$ cat config.mk
export PLATFORM = sky130hd
export DESIGN_NAME = eec_top
export DESIGN_NICKNAME = d
export VERILOG_FILES = /design/src/eec_pkg.sv /design/src/eec_top.sv /design/src/eec_window.sv
export SDC_FILE = /design/constraint.sdc
export NUM_CORES = 2
export LEC_CHECK = 0
export BUFFER_PORTS_ARGS = -buffer_cell sky130_fd_sc_hd__buf_2
export CAP_MARGIN = 15
export CORE_ASPECT_RATIO = 1.1
export CORE_MARGIN = 2
export CORE_UTILIZATION = 50
export DETAILED_ROUTE_END_ITERATION = 6
export PLACE_DENSITY = 0.66
export SYNTH_ARGS = -nofsm -noshare
export SYNTH_HDL_FRONTEND = slang
export SYNTH_SLANG_ARGS = --single-unit
export TNS_END_PERCENT = 5
$ cat constraint.sdc
create_clock -name clk -period 17.1 [get_ports clk]
set_input_delay 3.42 -clock clk [delete_from_list [all_inputs] [get_ports clk]]
set_output_delay 3.42 -clock clk [all_outputs]
set_load 0.01 [all_outputs]
$ cat src/eec_pkg.sv
package eec_pkg;
   // ------------------------------------------------------------
   // Sizes and reset values
   // ------------------------------------------------------------
   localparam int          EEC_CNT_W      = 8;       // Counter and credit width
   localparam int          EEC_SEQ_W      = 4;       // Sequence slot index width
   localparam int          EEC_SC_W       = 6;       // SEQ_CNT window width
   localparam logic [7:0]  EEC_CREDIT_DEF = 8'h01;   // Least and default credit
   localparam logic [7:0]  EEC_CNT_RST    = 8'h00;   // Counter after login
   localparam logic [7:0]  EEC_CNT_SOFC1  = 8'h01;   // Counter on connect request
   localparam logic [7:0]  EEC_ONE        = 8'h01;   // Single-frame step

   // ------------------------------------------------------------
   // Register map (word addresses on the plain port)
   // ------------------------------------------------------------
   localparam logic [3:0]  EEC_REG_CTRL   = 4'h0;    // Credit and ACK mode
   localparam logic [3:0]  EEC_REG_STAT   = 4'h1;    // Counter and flags
   localparam logic [3:0]  EEC_REG_RELOG  = 4'h2;    // Write: login done, clears counter

   // CTRL field positions
   localparam int          EEC_CTRL_CR_LSB = 0;      // Credit [7:0]
   localparam int          EEC_CTRL_ACK0   = 8;      // ACK_0 mode

   // Response kinds from the frame receiver
   typedef enum logic [2:0] {
      EEC_RSP_NONE = 3'b000,
      EEC_RSP_ACK0 = 3'b001,
      EEC_RSP_ACK1 = 3'b010,
      EEC_RSP_ACKN = 3'b011,
      EEC_RSP_BSY  = 3'b100,   // F_BSY to data, P_BSY
      EEC_RSP_RJT  = 3'b101    // F_RJT, P_RJT
   } eec_rsp_e;
endpackage

$ cat src/eec_top.sv
`timescale 1ns/1ns
`default_nettype none
// Operation
// - One counter for all sequences to recipient
// - Send only if credit>0 and count<credit
// - Login or credit reset clears counter
// - Connect request loads one, then increment
// - Class 2 data increments; ACK_0 freezes
// - History-1 ACK_1, busy, reject decrement one
// - History-0 ACK_1 also reclaims lower frames
// - ACK_N subtracts N, plus lower if history 0
// - Terminating ACK reclaims all lower frames
// - ACK_0 ends sequence, counter unchanged
// - Credit least and default is one
// - Counter never drops below zero
module eec_top
   import eec_pkg::*;
#(
   parameter int SEQS = 16
) (
   // Clock and reset
   input  wire logic                 clk,
   input  wire logic                 srst,
   // Register port
   input  wire logic [3:0]           reg_addr,
   input  wire logic [31:0]          reg_wdata,
   input  wire logic                 reg_wr,
   input  wire logic                 reg_rd,
   output logic [31:0]               reg_rdata,
   // Transmit path
   input  wire logic                 tx_req,
   input  wire logic                 tx_sofc1,
   input  wire logic                 tx_class1,
   input  wire logic [EEC_SEQ_W-1:0] tx_seq,
   input  wire logic [EEC_SC_W-1:0]  tx_sc,
   output logic                      tx_allow,
   output logic                      tx_taken,
   // Responses received
   input  wire logic                 rsp_valid,
   input  wire eec_rsp_e             rsp_kind,
   input  wire logic [EEC_SEQ_W-1:0] rsp_seq,
   input  wire logic [EEC_SC_W-1:0]  rsp_sc,
   input  wire logic [EEC_CNT_W-1:0] rsp_ackcnt,
   input  wire logic                 rsp_hist,
   input  wire logic                 rsp_term,
   // Status
   output logic [EEC_CNT_W-1:0]      credit_cnt,
   output logic                      seq_done,
   output logic [EEC_SEQ_W-1:0]      seq_done_id
);
   localparam int SCW = 1 << EEC_SC_W;

   initial begin
      if (SEQS != (1 << EEC_SEQ_W))
         $error("eec_top SEQS must match slot index width");
   end

   // ------------------------------------------------------------
   // State
   // ------------------------------------------------------------
   typedef struct packed {
      logic [EEC_CNT_W-1:0] credit;     // Granted end-to-end credit
      logic                 ack0;       // ACK_0 mode, no counting
      logic [EEC_CNT_W-1:0] cnt;        // Outstanding frames, all sequences
      logic                 allow;      // Registered send permission
      logic                 taken;      // Frame accepted pulse
      logic                 done;       // ACK_0 seen pulse
      logic [EEC_SEQ_W-1:0] done_id;    // Sequence of that ACK_0
      logic [31:0]          rdata;      // Read data
      logic [7:0]           ignored;    // Late ACKs discarded
   } eec_top_s;

   eec_top_s st;          // Registered state
   eec_top_s next_st;     // Next state, from the next-state always_comb

   // ------------------------------------------------------------
   // Local nets
   // ------------------------------------------------------------
   // Window bitmap hookup
   logic [SCW-1:0] rc_pend;      // Pending frames of responding sequence
   logic [SCW-1:0] rc_mask;      // Bits to reclaim
   logic           rc_do;        // Reclaim strobe
   logic           tx_ok;        // Frame accepted this cycle
   logic [EEC_CNT_W-1:0] dec;    // Total decrement
   logic           win_clr;      // Empties the pending record

   // A login leaves no frame outstanding, so the pending bits must go as
   // well; stale ones would let a later History-0 ACK reclaim phantom credit.
   assign win_clr = srst || (reg_wr && (reg_addr == EEC_REG_RELOG));

   // ------------------------------------------------------------
   // Helper functions
   // ------------------------------------------------------------
   // Count of set bits in a mask
   // At most 64 bits set, which still fits the counter width
   function automatic logic [EEC_CNT_W-1:0] popc(input logic [SCW-1:0] v);
      logic [EEC_CNT_W-1:0] n;
      n = '0;
      for (int i = 0; i < SCW; i++) begin
         n = n + {{(EEC_CNT_W-1){1'b0}}, v[i]};
      end
      return n;
   endfunction

   // Mask of SEQ_CNT values strictly below a position
   // One compare per window bit; cheap at 64 entries
   function automatic logic [SCW-1:0] below(input logic [EEC_SC_W-1:0] p);
      logic [SCW-1:0] m;
      m = '0;
      for (int i = 0; i < SCW; i++) begin
         m[i] = (i < int'(p));
      end
      return m;
   endfunction

   // ------------------------------------------------------------
   // Pending bitmap store
   // ------------------------------------------------------------
   eec_window #(
      .SEQS (SEQS),
      .SCW  (SCW)
   ) u_win (
      .clk     (clk),
      .srst    (win_clr),
      .tx_mark (tx_ok && !st.ack0),
      .tx_seq  (tx_seq),
      .tx_sc   (tx_sc),
      .rc_do   (rc_do),
      .rc_seq  (rsp_seq),
      .rc_mask (rc_mask),
      .rc_pend (rc_pend)
   );

   // ------------------------------------------------------------
   // Response decode: which pending frames this response frees
   // ------------------------------------------------------------
   // Only bits still pending are counted, so a late ACK whose frame was
   // already reclaimed frees nothing and costs no credit.
   always_comb begin
      logic [SCW-1:0] own;
      logic [SCW-1:0] lower;
      logic [SCW-1:0] nmask;
      own   = '0;
      lower = below(rsp_sc);
      nmask = '0;
      rc_mask = '0;
      rc_do   = 1'b0;
      dec     = '0;
      own[rsp_sc] = 1'b1;
      // Run of N frames ending at SEQ_CNT
      for (int i = 0; i < SCW; i++) begin
         nmask[i] = (i <= int'(rsp_sc)) && (int'(rsp_sc) - i < int'(rsp_ackcnt));
      end
      if (rsp_valid && !st.ack0) begin
         case (rsp_kind)
            EEC_RSP_ACK1: begin
               rc_mask = own;
               if (!rsp_hist || rsp_term) begin
                  rc_mask = own | lower;
               end
            end
            EEC_RSP_ACKN: begin
               rc_mask = nmask;
               if (!rsp_hist || rsp_term) begin
                  rc_mask = nmask | lower;
               end
            end
            // Busy and reject free only the frame they name
            EEC_RSP_BSY, EEC_RSP_RJT: begin
               rc_mask = own;
            end
            default: begin
               rc_mask = '0;
            end
         endcase
         rc_do = 1'b1;
         dec   = popc(rc_mask & rc_pend);
      end
   end

   // Frame accepted when requested and permitted; counted unless in ACK_0 mode
   // A refused request is dropped, never queued or counted
   assign tx_ok = tx_req && st.allow;

   // ------------------------------------------------------------
   // Next-state logic
   // ------------------------------------------------------------
   always_comb begin
      logic [EEC_CNT_W-1:0] c;
      logic                 late;
      c    = st.cnt;
      late = rsp_valid && !st.ack0 && (rsp_kind != EEC_RSP_ACK0)
             && ((rc_mask & rc_pend) == '0);
      next_st = st;
      next_st.taken = 1'b0;
      next_st.done  = 1'b0;
      next_st.rdata = '0;

      // Credit decrement, floored at zero
      if (dec > c) begin
         c = '0;
      end else begin
         c = c - dec;
      end
      if (late) begin
         next_st.ignored = st.ignored + 8'h01;
      end

      // Transmit accounting shares the one counter
      if (tx_ok) begin
         next_st.taken = 1'b1;
         if (!st.ack0) begin
            if (tx_class1 && tx_sofc1) begin
               c = EEC_CNT_SOFC1;
            end else begin
               c = c + EEC_ONE;
            end
         end
      end

      // ACK_0 marks sequence end only
      if (rsp_valid && rsp_kind == EEC_RSP_ACK0) begin
         next_st.done    = 1'b1;
         next_st.done_id = rsp_seq;
      end

      // Register writes
      // Unmapped addresses leave every field as it was
      if (reg_wr) begin
         case (reg_addr)
            EEC_REG_CTRL: begin
               next_st.credit = reg_wdata[EEC_CTRL_CR_LSB +: EEC_CNT_W];
               if (reg_wdata[EEC_CTRL_CR_LSB +: EEC_CNT_W] == '0) begin
                  next_st.credit = EEC_CREDIT_DEF;
               end
               next_st.ack0 = reg_wdata[EEC_CTRL_ACK0];
            end
            EEC_REG_RELOG: begin
               c = EEC_CNT_RST;
            end
            default: begin
               next_st.ack0 = st.ack0;
            end
         endcase
      end
      next_st.cnt = c;

      // Permission for the next cycle uses the updated count
      next_st.allow = (next_st.credit != '0) && (c < next_st.credit);

      // Register reads, answer one cycle later
      // Unmapped reads return zero
      if (reg_rd) begin
         case (reg_addr)
            EEC_REG_CTRL: begin
               next_st.rdata = {23'h0, st.ack0, st.credit};
            end
            EEC_REG_STAT: begin
               next_st.rdata = {15'h0, st.allow, st.ignored, st.cnt};
            end
            default: begin
               next_st.rdata = 32'h0000_0000;
            end
         endcase
      end
   end

   // ------------------------------------------------------------
   // State register
   // ------------------------------------------------------------
   always_ff @(posedge clk) begin
      if (srst) begin
         // Only the credit leaves reset nonzero
         st         <= '0;
         st.credit  <= EEC_CREDIT_DEF;
         st.cnt     <= EEC_CNT_RST;
         st.allow   <= 1'b0;
      end else begin
         st <= next_st;
      end
   end

   // ------------------------------------------------------------
   // Outputs
   // ------------------------------------------------------------
   // Outputs straight from flip-flops
   assign reg_rdata   = st.rdata;
   assign tx_allow    = st.allow;
   assign tx_taken    = st.taken;
   assign credit_cnt  = st.cnt;
   assign seq_done    = st.done;
   assign seq_done_id = st.done_id;
endmodule
`default_nettype wire

$ cat src/eec_window.sv
`timescale 1ns/1ns
`default_nettype none
// Per-sequence bitmap of unacknowledged SEQ_CNT values
module eec_window
   import eec_pkg::*;
#(
   parameter int SEQS = 16,
   parameter int SCW  = 64
) (
   // Clock and reset
   input  wire logic                 clk,
   input  wire logic                 srst,
   // Transmit side
   input  wire logic                 tx_mark,
   input  wire logic [EEC_SEQ_W-1:0] tx_seq,
   input  wire logic [EEC_SC_W-1:0]  tx_sc,
   // Reclaim side
   input  wire logic                 rc_do,
   input  wire logic [EEC_SEQ_W-1:0] rc_seq,
   input  wire logic [SCW-1:0]       rc_mask,
   // Current bitmap of rc_seq
   output logic [SCW-1:0]            rc_pend
);
   initial begin
      if (SEQS != (1 << EEC_SEQ_W) || SCW != (1 << EEC_SC_W))
         $error("eec_window size mismatch");
   end

   // Pending bitmaps, one word per sequence slot
   typedef struct packed {
      logic [SEQS-1:0][SCW-1:0] pend;
   } eec_win_s;

   eec_win_s st;
   eec_win_s next_st;

   assign rc_pend = st.pend[rc_seq];

   // Clear reclaimed bits first, then mark the new frame
   always_comb begin
      next_st = st;
      if (rc_do) begin
         next_st.pend[rc_seq] = st.pend[rc_seq] & ~rc_mask;
      end
      if (tx_mark) begin
         next_st.pend[tx_seq][tx_sc] = 1'b1;
      end
   end

   // State register
   always_ff @(posedge clk) begin
      if (srst) begin
         st <= '0;
      end else begin
         st <= next_st;
      end
   end
endmodule
`default_nettype wire

Word level (Yosys, flattened, before mapping)
Index checks and enable logic that the tools add are counted.
{"block": "totals", "register_bits": 1088, "latchBits": 0, "ram_bits": 0, "mem_bits_ro": 0, "n_memories": 0}
{"block": "classes", "n_addsub": 129, "multipliers": 0, "n_div": 0, "magnitude_cmp": 200, "n_eq_ne": 8, "shifts": 0, "mux": 33, "n_bitwise": 8, "n_reduce_logical": 87}
{"cell": "$mux W1024", "n": 2}
{"cell": "$bwmux W1024", "n": 1}
{"cell": "$or A1024 B1024 Y1024", "n": 1}
{"cell": "$lt A7 B9 Y1", "n": 63}
{"cell": "$demux W64 S4", "n": 2}
{"cell": "$add A8 B1 Y8", "n": 56}
{"cell": "$mux W64", "n": 7}
{"cell": "$bmux W64 S4", "n": 1}
{"cell": "$sub A6 B6 Y7 const B", "n": 32}
{"cell": "$and A64 B64 Y64", "n": 3}
{"cell": "$le A6 B6 Y1 const A", "n": 32}
{"cell": "$pmux W64 S3", "n": 1}
{"cell": "$lt A6 B6 Y1 const A", "n": 31}
{"cell": "$or A64 B63 Y64", "n": 2}
{"cell": "$sub A6 B5 Y7 const B", "n": 16}
{"cell": "$le A5 B6 Y1 const A", "n": 16}
{"cell": "$lt A5 B6 Y1 const A", "n": 16}
{"cell": "$logic_and A1 B1 Y1", "n": 76}
{"cell": "$mux W8", "n": 9}
{"cell": "$logic_not A64 Y1", "n": 1}
{"cell": "$not A64 Y64", "n": 1}
{"cell": "$sub A6 B4 Y7 const B", "n": 8}
{"cell": "$le A4 B6 Y1 const A", "n": 8}
{"cell": "$lt A4 B6 Y1 const A", "n": 8}
{"cell": "other kinds (44)", "n": 72}

Longest topological paths before layout
{"block": "depth", "word_depth": 83, "depth_mapped": 53, "ltp_nobuf": 50}

By module
A second synthesis with hierarchy kept.
{"block": "unflattened", "cells_unflattened": 8579, "hier_area_um2": 77267.9}
{"mod": "eec_window", "instances": 1, "cells_per_inst": 6450, "area_each_um2": 62042.0, "seq_area_each_um2": 20499.7}
{"mod": "eec_top", "instances": 1, "cells_per_inst": 2129, "area_each_um2": 15225.9, "seq_area_each_um2": 980.9}

Worst setup path before layout
Ideal clock, no wire load.
{"block": "synth_timing", "kind": "input to register", "startpoint": "in rsp_sc[5]", "endpoint": "reg st (netlist bit tx_allow)", "setup_time_ns": 0.074, "t_arrival_ns": 14.928, "t_required_ns": 17.026, "setup_slack_ns": 2.098, "path_stages": 47, "cell_sequence": "buf_2 > buf_2 > clkinv_1 > clkbuf_1 > ha_1 > clkbuf_1 > clkbuf_1 > buf_2 > nand3_1 > and2_1 > ha_1 > and3_1 > a221oi_1 > o221ai_1 > fa_1 > fa_1 > fa_1 > fa_1 > [... 11 more ...] > a21oi_1 > xnor2_1 > nand2_1 > ha_1 > a21oi_1 > o21ai_1 > nor2b_1 > ha_1 > nand2_1 > or3_1 > nor3_1 > xor2_1 > nor2_1 > ha_1 > a21o_1 > a211oi_1 > o211ai_1 > a31oi_1"}
{"item": "start, declared", "line_no": "eec_top.sv:42", "source": "input wire logic [EEC_SC_W-1:0] rsp_sc,"}
{"item": "end signal, assigned", "line_no": "eec_top.sv:279", "source": "st <= next_st;"}
{"item": "end, declared", "line_no": "eec_top.sv:73", "source": "eec_top_s st;"}

==> results.yml <==
routing:
  drtIter0Drc: 10280
  routedWlPerCell_um: 32.15
  antenna_left: 0
  first_pass_iters: 7
  drc: 2
  wirelength_um: 281000
  via_per_inst: 7.156
  vias: 62550
power:
  report.power.total_w: 0.005804
  ir_worst_vdd_mv: 0.08562
  p_per_area_mw_per_mm2: 85.14
  leakagePower_nw: 22.45
timing:
  relSlewSlack: 0.1102
  layout_min_cycle_time_ps: 15430
  setup_tns_ps: 0
  hold_ws_ps: 478.5
  fmax_ghz: 0.06479
  finalCritPeriodShare: 0.9026
  rsz0062_at_grt: "no"
  tightest_slew_ps: 1331
  hold_violations: 0
  report.final.slew_viol_count: 0
  finalSetupViolations: 0
  skew_ps: 42.97
logic_synthesis:
  synth_flop_cell: "dfxtp_1"
  synth_seq_cells: 1073
  yosys.area_share.simple: 0.1250
  synthXorXnorAreaFrac: 0.008721
  synth_compound_area_frac: 0.2801
  synthAdderAreaFrac: 0.06625
  seq_area_frac_synth: 0.3395
  synthCells: 7407
  yosys_warnings: 0
  synth_top_family_by_area: "compound AO/OA/AOI/OAI gates"
  syn_avg_cell_area_um2: 8.542
  synth.distinct_cells: 87
  syn_area_mm2: 0.06327
  synthMuxAreaShare: 0.1142
  yosysTopAreaCellShare: 0.3395
  async_flop_share: 0
  synth.largest_area_cell: "dfxtp_1"
  synth_edf_count: 0
  synthTopCellsByArea: "dfxtp_1, a22oi_1, mux4_2"
floorplanning:
  fp.dieArea_mm2: 0.1294
  fp.coreArea_mm2: 0.1252
  ios: 124
  die-width_um: 343.2
  die_y_um: 377.1
  num_rows: 136
  initial_core_util: 0.5052
clock_network:
  cts.sinks: 1073
  cts_made_buffers: 109
  postCtsSetupBuffers: 0
  htree_levels: 3
  postCtsHoldBufs: 0
  clkLatencyLatePin_ps: 780
  cts_root_buffer: "clkbuf_16"
  cts_tree: "yes"
  clock_path_buffers: 3
  ctsResizeCount: 0
  clkTransAtPathRegs_ps: 60
critical_path:
  crit_start: "rsp_sc[1]"
  crit_arrival_ps: 16140
  slowest_delay_ps: 600
  worstSetupStartpointType: "primary input"
  crit-reg2reg-launch: "u_win.st[989]$_SDFF_PP0_"
  endpoint: "tx_allow$_SDFF_PP0_"
  r2r_end: "tx_allow$_SDFF_PP0_"
  critPathKind: "primary input to flip-flop"
  cp.required_ps: 17800
  crit_path_frequent_cell: "fa_1"
  critPathSlowestCell: "fa_1"
  worst_setup_path_end_kind: "flip-flop"
  crit_fanout: 14
  reg2reg_depth: 38
  r2r_setup_slack_ps: 6300
placed_design:
  dp_cells: 8513
  gp_congestion: 1.037
  port-buffer-count: 85
  placed_area_mm2: 0.06426
  dp_hpwl_um: 167900
cells_and_area:
  nNetsFinal: 7365
  final_common_cell: "nand2_1"
  fillerInstances: 11460
  area_growth_pct: 7.746
  instances_no_fill: 8741
  area.sequential_mm2: 0.02148
  multi_input_area_mm2: 0.03806
  layout_common_cells: "nand2_1, a21oi_1, dfxtp_1, a22oi_1, mux4_2"
  final_layout_size_suffix_gt1_frac: 0.1232
  post-route-cell-area_mm2: 0.06817
run_status:
  outcome: "complete, but fails checks"
  violations: "DRC"
worst_hold_path:
  hold_path_class: "flip-flop to flip-flop"
global_route:
  grt-ovfl-total: 0
  antenna_found_initial: 11
  grt_use_total: 0.4170
  grt_pass1_wl_um: 399300
  grt_max_degree: 224
  grt_pass1_vias: 58580
run:
  maxCapViolCount: 0
layer usage:
| layer | track usage | wire length [um] | vias up |
|---|---|---|---|
| met4 | 0.3003 | 22940 | 16 |
| met2 | 0.6266 | 122200 | 4691 |
| li1 | - | - | 26400 |
| met3 | 0.1198 | 35860 | 1252 |
| met1 | 0.5104 | 99830 | 30190 |
| met5 | 0 | 117 | - |
layout make-up:
| type | count | share of cell area |
|---|---|---|
| multi-input combinational | 5344 | 0.5582 |
| timing repair buffer | 288 | 0.03175 |
| tap | 1656 | 0.03039 |
| antenna | 8 | 0.0002937 |
| inverter | 170 | 0.009361 |
| clock buffer | 161 | 0.04774 |
| clock inverter | 41 | 0.007121 |
| sequential | 1073 | 0.3151 |
report_power, final:
part,switching (W),internal (W)
Sequential,0.00000962,0.00251
Clock,0.00109,0.00144
Combinational,0.000542,0.000219
Total,0.00164,0.00416
metrics by stage:
step	worst slack [ps]	util
after floorplan	2098	-
after global placement	1136	0.5122
after detailed placement	1038	0.5131
after CTS	1820	0.5429
after global routing	1100	0.5442
final	1666	0.5443
worst max-delay path, delay by kind of cell:
kind                       cells  cell delay [ps]
AOI/OAI and AO/OA             14             3590
adders and majority gates     14             6030
xor gates and xnor gates       3              650
and+or+nand+nor                7             1190
buffers and inverters          9             1240
logic make-up after synthesis:
logic type | count (synthesis)
AO/OA/AOI/OAI | 2787
XOR/XNOR | 63
adder cells (fa/ha/maj) | 302
buffers and inverters | 1004
flip-flops | 1073
multiplexers | 331
other | 1
AND/OR/NAND/NOR | 1846
how the worst min path moves through the flow:
stage / slack [ps] / depth (start not counted) / start / end
finish: 480 / 1 / st[7]$_SDFFE_PP0P_ / reg_rdata[15]$_SDFF_PP0_
global route: 510 / 1 / st[7]$_SDFFE_PP0P_ / reg_rdata[15]$_SDFF_PP0_
global placement: 450 / 1 / st[7]$_SDFFE_PP0P_ / reg_rdata[15]$_SDFF_PP0_
CTS: 480 / 1 / st[7]$_SDFFE_PP0P_ / reg_rdata[15]$_SDFF_PP0_
detailed placement: 470 / 1 / st[7]$_SDFFE_PP0P_ / reg_rdata[15]$_SDFF_PP0_
floorplan: 450 / 1 / st[7]$_SDFFE_PP0P_ / reg_rdata[15]$_SDFF_PP0_
sequential cells by signal (all words and copies together) (netlist names):
signal	flops
u_win.st	1024
st	17
seq_done	1
tx_allow	1
tx_taken	1
credit_cnt	8
seq_done_id	4
reg_rdata	17
Yosys cell counts, types with 22 or more instances:
cell type / instances
nor2b_1: 39
a21o_1: 57
ha_1: 247
o211ai_1: 26
o21ai_0: 153
a211oi_1: 33
xnor2_1: 53
buf_4: 48
buf_2: 46
inv_1: 167
a21oi_1: 1176
nor2_1: 218
clkbuf_1: 684
a32oi_1: 29
and2_1: 53
nand2b_1: 34
fa_1: 55
o21a_1: 36
nor3_1: 71
a31oi_1: 44
nand3_1: 98
mux4_2: 312
buf_1: 32
dfxtp_1: 1073
nand2_1: 1204
buf_6: 22
a22oi_1: 1033
Power figures use the tool's default switching activity.
